`config.mk`:
```
export PLATFORM = sky130hd
export DESIGN_NAME = esse_engine
export DESIGN_NICKNAME = d
export VERILOG_FILES = /design/src/design/esse_pkg.sv /design/src/design/esse_engine.sv /design/src/design/esse_fifo.sv
export SDC_FILE = /design/constraint.sdc
export NUM_CORES = 1
export LEC_CHECK = 0
export BUFFER_PORTS_ARGS = -buffer_cell sky130_fd_sc_hd__buf_4
export CAP_MARGIN = 10
export CORE_UTILIZATION = 25
export DETAILED_ROUTE_END_ITERATION = 10
export PLACE_DENSITY_LB_ADDON = 0.1
export SYNTH_ARGS = -nofsm -noshare
export SYNTH_HDL_FRONTEND = slang
export SYNTH_SLANG_ARGS = --single-unit
```
`constraint.sdc`:
```
create_clock -name clk -period 3.4 [get_ports clk]
set_input_delay 0.17 -clock clk [delete_from_list [all_inputs] [get_ports clk]]
set_output_delay 0.17 -clock clk [all_outputs]
set_load 0.02 [all_outputs]
```
`src/design/esse_pkg.sv`:
```
// Purpose: shared constants and carriers of the script engine
// Assumes: byte-wide script, register buffer and nonvolatile array ports
// Notes:   operation code values are plain defaults, adjust per product
package esse_pkg;

  // ----------------------------------------------------------------
  // widths
  // ----------------------------------------------------------------
  localparam int ADDR_W = 12;       // register buffer address width
  localparam int DATA_W = 8;        // every stored item is one byte
  localparam int SCR_AW = 8;        // script segment address width
  localparam int FIFO_DEPTH = 8;    // words buffered in the data path

  // ----------------------------------------------------------------
  // command byte layout
  // ----------------------------------------------------------------
  localparam int CMD_KIND_POS = 7;  // set: operation, clear: transfer
  localparam int CMD_LEN_W = 7;     // length minus one in low bits

  // ----------------------------------------------------------------
  // operation codes and reset values
  // ----------------------------------------------------------------
  localparam logic [7:0] OP_COMMIT = 8'h80;  // copy buffer to active
  localparam logic [7:0] OP_END = 8'hA0;     // script terminator
  localparam logic [SCR_AW-1:0] SCR_BASE = 8'h00;  // first script byte

  // ----------------------------------------------------------------
  // carriers
  // ----------------------------------------------------------------
  // one access to the register buffer
  typedef struct packed {
    logic rd;
    logic wr;
    logic [ADDR_W-1:0] addr;
    logic [DATA_W-1:0] wdata;
  } esse_reg_req_t;

  // one byte offered on a stream
  typedef struct packed {
    logic valid;
    logic [DATA_W-1:0] data;
  } esse_byte_t;

endpackage

```
`src/design/esse_engine.sv`:
```
// Purpose: walks a byte-coded script and moves register bytes
// Assumes: script and register buffer answer one cycle after a read
// Notes:   save sends buffer bytes out, load writes array bytes in
//
// How it works
// - top bit clear means data transfer
// - low seven bits give length minus one
// - start address follows, high byte first
// - top bit set means operation code
// - commit op copies buffer into active registers
// - end op stops the walk, buffered save bytes drain before done
// - each entry selects its own register range
// - commit acts next edge, clears itself
`timescale 1ns/1ps
module esse_engine
#(
  parameter int DEPTH = esse_pkg::FIFO_DEPTH
)
(
  input wire logic clk,
  input wire logic reset_n,
  input wire logic start,
  input wire logic save_sel,
  output logic busy,
  output logic done,
  output logic commit,
  output logic scr_rd,
  output logic [esse_pkg::SCR_AW-1:0] scr_addr,
  input wire logic [7:0] scr_data,
  output esse_pkg::esse_reg_req_t reg_req,
  input wire logic [7:0] reg_rdata,
  output esse_pkg::esse_byte_t ee_tx,
  input wire logic ee_tx_ready,
  input wire logic ee_rx_valid,
  input wire logic [7:0] ee_rx_data,
  output logic ee_rx_ready
);

  // ----------------------------------------------------------------
  // declarations
  // ----------------------------------------------------------------
  typedef enum logic [3:0] {
    S_IDLE, S_CMD_RD, S_CMD_DEC, S_HI_RD, S_HI_GET,
    S_LO_RD, S_LO_GET, S_XFER, S_DRAIN
  } esse_state_t;

  localparam int AW = esse_pkg::ADDR_W;
  esse_state_t state_reg;                 // walker position
  esse_state_t state_next;
  logic save_reg;                         // direction of this walk
  logic [esse_pkg::SCR_AW-1:0] scr_addr_reg;  // script read pointer
  logic scr_rd_reg;
  logic [esse_pkg::CMD_LEN_W-1:0] len_reg;    // length minus one
  logic [7:0] hi_reg;                     // high address byte
  logic [AW-1:0] addr_reg;                // next register to touch
  logic [7:0] left_reg;                   // bytes still to read/write
  logic [7:0] rx_left_reg;                // array bytes still to take
  logic [7:0] rx_left_next;
  logic cap_reg;                          // register read data now
  esse_pkg::esse_reg_req_t reg_req_reg;
  esse_pkg::esse_byte_t tx_reg;
  logic commit_reg;
  logic done_reg;
  logic busy_reg;
  logic is_op;                            // decoded entry kind
  logic rd_issue;
  logic wr_pop;
  logic rx_take;
  logic tx_pop;
  logic fifo_in_ready;
  logic fifo_out_valid;
  logic [7:0] fifo_out_data;
  logic fifo_open;

  // join the two address bytes, high byte first
  function automatic logic [AW-1:0] mk_addr(input logic [7:0] hi,
                                            input logic [7:0] lo);
    logic [15:0] full;
    full = {hi, lo};
    return full[AW-1:0];
  endfunction

  assign busy = busy_reg;
  assign done = done_reg;
  assign commit = commit_reg;
  assign scr_rd = scr_rd_reg;
  assign scr_addr = scr_addr_reg;
  assign reg_req = reg_req_reg;
  assign ee_tx = tx_reg;
  assign ee_rx_ready = fifo_in_ready;

  // ----------------------------------------------------------------
  // decode and walk
  // ----------------------------------------------------------------
  assign is_op = scr_data[esse_pkg::CMD_KIND_POS];

  // one byte per read, one read at a time keeps the order exact
  always_comb
  begin
    state_next = state_reg;
    unique case (state_reg)
      S_IDLE:
        if (start)
          state_next = S_CMD_RD;
      S_CMD_RD: state_next = S_CMD_DEC;
      S_CMD_DEC:
        if (!is_op)
          state_next = S_HI_RD;
        else if (scr_data == esse_pkg::OP_END)
          state_next = S_DRAIN;
        else
          state_next = S_CMD_RD;
      S_HI_RD: state_next = S_HI_GET;
      S_HI_GET: state_next = S_LO_RD;
      S_LO_RD: state_next = S_LO_GET;
      S_LO_GET: state_next = S_XFER;
      S_XFER:
        // next entry only once this range is fully moved
        if (left_reg == 8'h00 && !reg_req_reg.rd && !cap_reg)
          state_next = S_CMD_RD;
      S_DRAIN:
        if (!fifo_out_valid && !tx_reg.valid)
          state_next = S_IDLE;
    endcase
  end

  // walker state
  always_ff @(posedge clk or negedge reset_n)
  begin
    if (!reset_n)
      state_reg <= S_IDLE;
    else
      state_reg <= state_next;
  end

  // direction is caught once per walk
  always_ff @(posedge clk or negedge reset_n)
  begin
    if (!reset_n)
      save_reg <= 1'b0;
    else if (state_reg == S_IDLE && start)
      save_reg <= save_sel;
  end

  // script pointer moves past every byte it consumes
  always_ff @(posedge clk or negedge reset_n)
  begin
    if (!reset_n)
    begin
      scr_addr_reg <= esse_pkg::SCR_BASE;
      scr_rd_reg <= 1'b0;
    end
    else
    begin
      scr_rd_reg <= (state_next == S_CMD_RD) || (state_next == S_HI_RD)
        || (state_next == S_LO_RD);
      if (state_reg == S_IDLE)
        scr_addr_reg <= esse_pkg::SCR_BASE;
      else if (state_reg == S_CMD_DEC || state_reg == S_HI_GET
        || state_reg == S_LO_GET)
        scr_addr_reg <= scr_addr_reg + 8'h01;
    end
  end

  // entry fields
  always_ff @(posedge clk or negedge reset_n)
  begin
    if (!reset_n)
    begin
      len_reg <= '0;
      hi_reg <= 8'h00;
    end
    else
    begin
      if (state_reg == S_CMD_DEC && !is_op)
        len_reg <= scr_data[esse_pkg::CMD_LEN_W-1:0];
      if (state_reg == S_HI_GET)
        hi_reg <= scr_data;
    end
  end

  // ----------------------------------------------------------------
  // data movement
  // ----------------------------------------------------------------
  assign rd_issue = state_reg == S_XFER && save_reg && left_reg != 8'h00
    && !reg_req_reg.rd && !cap_reg && fifo_in_ready;
  assign wr_pop = state_reg == S_XFER && !save_reg && fifo_out_valid;
  assign rx_take = ee_rx_valid && fifo_in_ready;
  assign tx_pop = save_reg && fifo_out_valid
    && (!tx_reg.valid || ee_tx_ready);
  assign rx_left_next = (state_reg == S_LO_GET) ? {1'b0, len_reg} + 8'h01
    : rx_left_reg - 8'(rx_take);
  // open only in a move, so idle never swallows array bytes;
  // loads stop at the announced count, a save move shows ready too
  assign fifo_open = state_next == S_XFER
    && (save_reg || rx_left_next != 8'h00);

  // range walk: start address and count pick the registers
  always_ff @(posedge clk or negedge reset_n)
  begin
    if (!reset_n)
    begin
      addr_reg <= '0;
      left_reg <= 8'h00;
      rx_left_reg <= 8'h00;
    end
    else
    begin
      rx_left_reg <= rx_left_next;
      if (state_reg == S_LO_GET)
      begin
        addr_reg <= mk_addr(hi_reg, scr_data);
        left_reg <= {1'b0, len_reg} + 8'h01;
      end
      else if (rd_issue || wr_pop)
      begin
        addr_reg <= addr_reg + AW'(1);
        left_reg <= left_reg - 8'h01;
      end
    end
  end

  // register buffer port, one access per cycle at most
  always_ff @(posedge clk or negedge reset_n)
  begin
    if (!reset_n)
    begin
      reg_req_reg <= '0;
      cap_reg <= 1'b0;
    end
    else
    begin
      cap_reg <= reg_req_reg.rd;
      reg_req_reg.rd <= rd_issue;
      reg_req_reg.wr <= wr_pop;
      if (rd_issue || wr_pop)
      begin
        reg_req_reg.addr <= addr_reg;
        reg_req_reg.wdata <= fifo_out_data;
      end
    end
  end

  // outbound stream stage
  always_ff @(posedge clk or negedge reset_n)
  begin
    if (!reset_n)
      tx_reg <= '0;
    else if (tx_pop)
      tx_reg <= {1'b1, fifo_out_data};
    else if (ee_tx_ready)
      tx_reg.valid <= 1'b0;
  end

  esse_fifo #(.WIDTH(esse_pkg::DATA_W), .DEPTH(DEPTH)) u_fifo (
    .clk(clk),
    .reset_n(reset_n),
    .in_valid(save_reg ? cap_reg : ee_rx_valid),
    .in_data(save_reg ? reg_rdata : ee_rx_data),
    .in_open(fifo_open),
    .in_ready(fifo_in_ready),
    .out_valid(fifo_out_valid),
    .out_data(fifo_out_data),
    .out_ready(save_reg ? tx_pop : wr_pop)
  );

  // ----------------------------------------------------------------
  // commit and status
  // ----------------------------------------------------------------
  // commit is a single pulse; loads have finished writing by now
  always_ff @(posedge clk or negedge reset_n)
  begin
    if (!reset_n)
    begin
      commit_reg <= 1'b0;
      done_reg <= 1'b0;
      busy_reg <= 1'b0;
    end
    else
    begin
      commit_reg <= state_reg == S_CMD_DEC
        && scr_data == esse_pkg::OP_COMMIT;
      done_reg <= state_reg == S_DRAIN && state_next == S_IDLE;
      busy_reg <= state_next != S_IDLE;
    end
  end
endmodule

```
`src/design/esse_fifo.sv`:
```
// Purpose: byte fifo between register buffer and nonvolatile array
// Assumes: DEPTH is a power of two
// Notes:   read data, valid and ready all come from flip-flops
`timescale 1ns/1ps
module esse_fifo
#(
  parameter int WIDTH = 8,
  parameter int DEPTH = 8
)
(
  input wire logic clk,
  input wire logic reset_n,
  input wire logic in_valid,
  input wire logic [WIDTH-1:0] in_data,
  input wire logic in_open,
  output logic in_ready,
  output logic out_valid,
  output logic [WIDTH-1:0] out_data,
  input wire logic out_ready
);

  localparam int CW = $clog2(DEPTH + 1);
  localparam int PW = $clog2(DEPTH);

  logic [WIDTH-1:0] mem [DEPTH];     // storage, no reset needed
  logic [PW-1:0] wr_ptr_reg;         // next slot to fill
  logic [PW-1:0] rd_ptr_reg;         // next slot to read
  logic [CW-1:0] cnt_reg;            // words held in mem
  logic [CW-1:0] cnt_next;
  logic in_ready_reg;
  logic out_valid_reg;
  logic [WIDTH-1:0] out_data_reg;    // registered read stage
  logic push;
  logic pop;
  logic load;

  assign push = in_valid && in_ready_reg;
  assign pop = out_valid_reg && out_ready;
  // refill the output stage whenever it empties or is taken
  assign load = (!out_valid_reg || pop) && (cnt_reg != '0);
  assign cnt_next = cnt_reg + CW'(push) - CW'(load);

  assign in_ready = in_ready_reg;
  assign out_valid = out_valid_reg;
  assign out_data = out_data_reg;

  // ----------------------------------------------------------------
  // storage
  // ----------------------------------------------------------------
  // write port
  always_ff @(posedge clk)
  begin
    if (push)
      mem[wr_ptr_reg] <= in_data;
  end

  // pointers and level; pointers wrap by overflow of a power of two
  always_ff @(posedge clk or negedge reset_n)
  begin
    if (!reset_n)
    begin
      wr_ptr_reg <= '0;
      rd_ptr_reg <= '0;
      cnt_reg <= '0;
    end
    else
    begin
      if (push)
        wr_ptr_reg <= wr_ptr_reg + PW'(1);
      if (load)
        rd_ptr_reg <= rd_ptr_reg + PW'(1);
      cnt_reg <= cnt_next;
    end
  end

  // ready looks ahead one cycle so it can be a flop and stay honest
  always_ff @(posedge clk or negedge reset_n)
  begin
    if (!reset_n)
      in_ready_reg <= 1'b0;
    else
      in_ready_reg <= in_open && (cnt_next < CW'(DEPTH));
  end

  // output stage
  always_ff @(posedge clk or negedge reset_n)
  begin
    if (!reset_n)
    begin
      out_valid_reg <= 1'b0;
      out_data_reg <= '0;
    end
    else if (load)
    begin
      out_valid_reg <= 1'b1;
      out_data_reg <= mem[rd_ptr_reg];
    end
    else if (pop)
      out_valid_reg <= 1'b0;
  end
endmodule

```
Word-level counts from Yosys, hierarchy flattened
Memory sizes are Yosys's and may differ from the RTL's. A register that Yosys moved wholly into a read port is not among the register bits.
Cells that the tools add are included.
{"block": "word_totals", "regBits": 100, "latchBits": 0, "mem_bits_rw": 64, "romBits": 0, "inputBits": 30, "out_inout_bits": 44, "wordCells": 119, "n_memories": 1}
{"name": "u_fifo.mem", "depth": 8, "word_bits": 8, "read_ports": 1, "rd_clocked_by_memory_dff": 1, "wr": 1, "line_no": "esse_fifo.sv:25", "text": "logic [WIDTH-1:0] mem [DEPTH];"}
{"block": "classes", "addsub": 9, "n_mul": 0, "n_div": 0, "magnitude_cmp": 1, "eq_ne": 14, "shift": 0, "mux": 22, "bitwise_logic": 0, "reduce_logical": 48}
{"op": "8-bit two-way mux", "count": 6}
{"op": "4-bit case mux with 9 select lines", "count": 1}
{"op": "4-bit by 3-bit == test with 1-bit output (second input constant)", "count": 6}
{"op": "12-bit two-way mux", "count": 2}
{"op": "1-bit logical AND", "count": 22}
{"op": "4-bit two-way mux", "count": 5}
{"op": "8-bit == test (second input constant)", "count": 2}
{"op": "8-bit nonzero test", "count": 2}
{"op": "12-bit by 1-bit adder with 12-bit output (second input constant)", "count": 1}
{"op": "4-bit by 2-bit == test with 1-bit output (second input constant)", "count": 3}
{"op": "7-bit by 1-bit adder with 8-bit output (second input constant)", "count": 1}
{"op": "8-bit by 1-bit adder with 8-bit output (second input constant)", "count": 1}
{"op": "4-bit by 1-bit == test with 1-bit output (second input constant)", "count": 2}
{"op": "4-bit logical NOT", "count": 2}
{"op": "8-bit logical NOT", "count": 1}
{"op": "1-bit logical OR", "count": 8}
{"op": "1-bit two-way mux", "count": 8}
{"op": "2-bit nonzero test", "count": 4}
{"op": "4-bit nonzero test", "count": 2}
{"op": "8-bit by 1-bit subtractor with 8-bit output", "count": 1}
{"op": "8-bit by 1-bit subtractor with 8-bit output (second input constant)", "count": 1}
{"op": "1-bit logical NOT", "count": 7}
{"op": "3-bit by 1-bit adder with 3-bit output (second input constant)", "count": 2}
{"op": "4-bit by 1-bit adder with 4-bit output", "count": 1}
{"op": "other kinds (3)", "count": 3}

Depth between registers and ports, before layout
{"block": "depth", "word_depth": 10, "depth_mapped": 15, "depth_no_buf": 13}

Modules after synthesis
From an unflattened synthesis, not the netlist that was laid out.
{"block": "hier_totals", "hier_cells": 608, "hier_area_um2": 7693.6}
{"module": "esse_engine", "instances": 1, "cells_each": 394, "area_each_um2": 4285.4, "seq_area_each_um2": 2202.1}
{"module": "esse_fifo", "instances": 1, "cells_each": 214, "area_each_um2": 3408.3, "seq_area_each_um2": 2422.3}

Least setup slack after synthesis
No wires, ideal clock.
{"block": "synth_timing", "kind": "reg-to-reg", "from": "register tx_reg (netlist bit ee_tx[8])", "to": "register u_fifo.in_ready_reg, in the netlist u_fifo.in_ready", "setup_ps": 82, "arrival_ps": 2751, "required_ps": 3318, "slack_ps": 567, "stages_incl_launch_ff": 16, "path_buffers": 2, "synth_period_minus_slack_ps": 2833, "path_cell_list": "dfrtp_1 nand2b_1 nor2b_1 clkbuf_1 nor3_1 nor2_1 clkbuf_1 ha_1 inv_1 ha_1 a21o_1 a21oi_1 xor2_1 nor3_1 nand3b_1 a31oi_1"}
{"block": "synth_via", "elab_chain_cells": 10, "elab_cells_between_ends": 15, "cone_classes": "1 x add/sub; 1 x order compare; 1 x eq/ne; 3 x mux; 9 x reduce/logical"}
{"item": "from (decl)", "line_no": "esse_engine.sv:61", "text": "esse_pkg::esse_byte_t tx_reg;"}
{"item": "from (signal assigned)", "line_no": "esse_engine.sv:250", "text": "tx_reg <= {1'b1, fifo_out_data};"}
{"item": "1-bit logical NOT", "line_no": "esse_engine.sv:190", "text": "&& (!tx_reg.valid || ee_tx_ready);"}
{"item": "1-bit logical OR", "line_no": "esse_engine.sv:190"}
{"item": "1-bit logical AND", "line_no": "esse_engine.sv:190"}
{"item": "1-bit two-way mux", "line_no": "esse_engine.sv:264", "text": ".out_ready(save_reg ? tx_pop : wr_pop)"}
{"item": "1-bit logical AND", "line_no": "esse_fifo.sv:38", "text": "assign pop = out_valid_reg && out_ready;"}
{"item": "1-bit logical OR", "line_no": "esse_fifo.sv:40", "text": "assign load = (!out_valid_reg || pop) && (cnt_reg != '0);"}
{"item": "1-bit logical AND", "line_no": "esse_fifo.sv:40"}
{"item": "via u_fifo.load", "line_no": "esse_fifo.sv:35", "text": "logic load;"}
{"item": "4-bit by 1-bit subtractor with 4-bit output", "line_no": "esse_fifo.sv:41", "text": "assign cnt_next = cnt_reg + CW'(push) - CW'(load);"}
{"item": "via u_fifo.cnt_next[3]", "line_no": "esse_fifo.sv:29", "text": "logic [CW-1:0] cnt_next;"}
{"item": "4-bit less-than comparator", "line_no": "esse_fifo.sv:82", "text": "in_ready_reg <= in_open && (cnt_next < CW'(DEPTH));"}
{"item": "1-bit logical AND", "line_no": "esse_fifo.sv:82"}
{"item": "to (signal assigned)", "line_no": "esse_fifo.sv:82"}
{"item": "to (decl)", "line_no": "esse_fifo.sv:30", "text": "logic in_ready_reg;"}
The timed path passes the listed nets, and every way through them passes these cells.
A chain may end at the register's enable or synchronous reset.

Final worst setup path
{"block": "layout_timing", "from": "register state_reg[3]", "to": "register u_fifo.in_ready_reg, in the netlist u_fifo.in_ready"}
{"block": "layout_via", "elab_chain_cells": 10, "elab_cells_between_ends": 27, "cone_classes": "1 x add/sub; 1 x order compare; 9 x eq/ne; 6 x mux; 10 x reduce/logical"}
{"item": "from (decl)", "line_no": "esse_engine.sv:48", "text": "esse_state_t state_reg;"}
{"item": "from (signal assigned)", "line_no": "esse_engine.sv:133", "text": "state_reg <= state_next;"}
{"item": "4-bit by 3-bit == test with 1-bit output", "line_no": "esse_engine.sv:187", "text": "assign wr_pop = state_reg == S_XFER && !save_reg && fifo_out_valid;"}
{"item": "1-bit logical AND (2 in series)", "line_no": "esse_engine.sv:187"}
{"item": "via wr_pop", "line_no": "esse_engine.sv:67", "text": "logic wr_pop;"}
{"item": "1-bit two-way mux", "line_no": "esse_engine.sv:264"}
{"item": "1-bit logical AND", "line_no": "esse_fifo.sv:38"}
{"item": "1-bit logical OR", "line_no": "esse_fifo.sv:40"}
{"item": "1-bit logical AND", "line_no": "esse_fifo.sv:40"}
{"item": "4-bit by 1-bit subtractor with 4-bit output", "line_no": "esse_fifo.sv:41"}
{"item": "via u_fifo.cnt_next[3]", "line_no": "esse_fifo.sv:29"}
{"item": "4-bit less-than comparator", "line_no": "esse_fifo.sv:82"}
{"item": "1-bit logical AND", "line_no": "esse_fifo.sv:82"}
The timed path passes the listed nets, and every way through them passes these cells.

==> impl_results.md <==
- Grt ovf: 0
- Crit Path Class: flip-flop to flip-flop
- Max-cap viol count: 0
- Setup bufs post-CTS: 0
- Max reg flops: 64
- Overall global routing resource usage: 12.7%
- HP Class: input pin to flip-flop
- Initial Utilization: 25.5%
- H-tree depth: 4
- Slew Limit Fails: 0
- Area added between synthesis and finish: 23.4%
- DRC violations left: 0
- Synth cell types: 61
- Longest Clk Path Bufs: 2
- Pwr dens: 907 nW/um2
- Predominant post-synthesis flop cell: dfrtp_1
- Routed len/inst: 16.6 um
- Tmin final: 2.96 ns
- Status: complete, no violations
- Die width: 176 um
- Cell Area, Placed: approximately 8600 um2
- Fin. Hold Viols: 0
- Worst-path maximum fanout: 15
- Synthesis-stage register bit count: 172
- Drt first pass iters: 4
- Synth Area per Inst: about 13 um2
- Setup WS pre-CTS: 0.477 ns
- Number of nets with antenna violations after routing: 0
- Synth warn: 0
- Total die area: 31000 um2
- Die H: 176 um
- First-pass GRT wire length: 29600 um
- Cts repair resizes: 0
- Register area share after synthesis: roughly three fifths
- Endpoint class of the critical path: flip-flop
- Clk_lat worst skew: 0.44 ns
- WHS Path Cells: 3
- Clk_skew: approximately 0.013 ns
- Row count: 63
- # nets final: 738
- CTS tree: yes
- Fin util: a little under a third
- Antenna violations before repair: 0
- Slew @ Worst Pin: 0.889 ns
- Placeable Area: about 30000 um2
- Largest net degree at the start of global routing: 58
- Mapped cell area: 7560 um2
- I/O Buffers: 73
- Final period utilization: 87.0%
- Synth area leaders: dfrtp_1 (36%), edfxtp_1 (25%), mux4_2 (4.8%), nand2_1 (4.6%), mux2_2 (4.5%)
- Max Fclk: between 0.3 and 0.4 GHz
- Slew HR: 40.8%
- Crit path launch type: flip-flop
- Final setup margin: 0.441 ns
- Yosys top cell by area: dfrtp_1
- Root Driver: clkbuf_16
- DR iter-0 viols: 239
- Number of synthesized flops with an enable pin: 64
- Commonest non-fill, non-tap cell in the layout: dfrtp_1
- RSZ-0062 raised after global routing: false
- Finished Layout Cells: 1096
- GPL Wtd Cong: 0.741
- Antenna cell count: 0
- Setup-failing EPs final: 0
- Share of cells above drive strength 1: a little over a quarter
- DP HPWL: 12600 um
- Most frequent cells in the layout: dfrtp_1 (108), nand2_1 (93), buf_4 (92)
- CTS buffer count: 17
- WP data arrival: 3.31 ns
- Via count: 4839
- Mapped Nets: roughly 640
- Dpl cells: 1057
- Synth top area share: 35.7%
- P_leak: 0.00382 uW
- Share of flip-flops with an asynchronous set or reset: 62.8%
- VDD IR max: 0.419 mV
- Critical Path RT: 3.75 ns
- Syn Inst Count: 599
- Post-Route WL: 18200 um
- Cell count of the worst reg-to-reg path: 13
- CTS clk-pin slew, worst paths: 0.07 ns
- Vias in the first global route: between 5000 and 6000
- IO Pins: 74
- Setup_tns: 0 ns
- CTS sink cnt: 172
- Post-route cell area: 9330 um2
- DR vias/cell: 4.42
## report_power, final
part	leakage (uW)	total (uW)	switching (uW)	internal, uW
sequential	0.00188	3440	638	2800
combinational	0.00163	2970	1600	1370
clock	0.000306	2050	870	1180
## final cells by class
cell class              instances  area (um2)
repair buffers                100         781
clock inverters                12         141
clock buffers                  20         478
inverters                      18        67.6
flip-flops and latches        172        4620
well taps                     390         488
multi-input cells             384        2750
fillers                      2958       20400
## critical path, stage by stage (launching register included)
cell and delay (ns):
dfrtp_1 0.54, nand2b_1 0.27, nor4_2 0.31, nor3_1 0.11
nor2_1 0.18, ha_1 0.23, inv_1 0.05, ha_1 0.26
a21o_1 0.18, a21oi_1 0.18, xor2_1 0.11, nor3_1 0.15
nand3b_1 0.13, a31oi_1 0.16
## metrics by stage
step | hold slack (ns) | power, uW
floorplan | -0.126 | 5400
global placement | 0.279 | 6470
detailed placement | 0.293 | 6510
CTS | 0.00285 | 8620
global route | 0.00502 | 9110
finish | 0.0207 | 8460
## cells in the mapped netlist (all sizes together), types with 3 or more instances
| cell type | number |
|---|---|
| buf | 19 |
| nand2b | 8 |
| ha | 14 |
| nor4 | 6 |
| dfrtp | 108 |
| nand2 | 93 |
| clkbuf | 6 |
| inv | 18 |
| a21o | 4 |
| and3 | 8 |
| edfxtp | 64 |
| o21ai | 18 |
| a31oi | 3 |
| nand3 | 13 |
| a21oi | 22 |
| and2 | 5 |
| a211oi | 3 |
| o311ai | 3 |
| nor2 | 46 |
| xnor2 | 13 |
| nand4 | 4 |
| nor3 | 11 |
| mux2 | 30 |
| nor2b | 5 |
| mux2i | 10 |
| xor2 | 20 |
| mux4 | 16 |
| nand3b | 3 |
## cells by family (layout without fill, tap and decap cells)
group	after synthesis	after routing	synth area share, %
flops	172	172	61.1
buf+inv	43	150	2.48
compound gates	65	65	5.31
mux	56	56	10.6
simple gates	215	215	14.1
fa+ha+maj	15	15	2.58
xor+xnor	33	33	3.82
## routing by layer
| layer | vias to the layer above | global-route usage (%) | part of all wire (%) |
|---|---|---|---|
| li1 | 2307 | - | - |
| met3 | 12 | 2.76 | 2.9 |
| met5 | - | 0 | 0 |
| met2 | 61 | 21.6 | 50 |
| met1 | 2459 | 16.1 | 46 |
| met4 | 0 | 4.13 | 1.2 |
## path summary, 6_finish.rpt
| path | to | startpoint | slack, ns |
|---|---|---|---|
| setup / recovery | u_fifo.in_ready$_DFF_PN0_ | state_reg[3]$_DFF_PN0_ | 0.44 |
| hold / removal | addr_reg[2]$_DFFE_PN0P_ | scr_data[2] | 0.02 |
| setup reg to reg | u_fifo.in_ready$_DFF_PN0_ | state_reg[3]$_DFF_PN0_ | 0.44 |
| hold reg to reg | cap_reg$_DFF_PN0_ | reg_req[21]$_DFF_PN0_ | 0.45 |
| max in group asynchronous | reg_req[14]$_DFFE_PN0P_ | reset_n | 2.30 |
| min in group asynchronous | left_reg[7]$_DFFE_PN0P_ | reset_n | 0.35 |
## what timing repair did
| action | CTS | global route |
|---|---|---|
| endpoints found under the setup margin | 0 | 0 |
| hold buffers | 7 | 0 |
| hold endpoints to repair | 61 | 0 |
No activity file was read; power rests on OpenSTA's default activity.
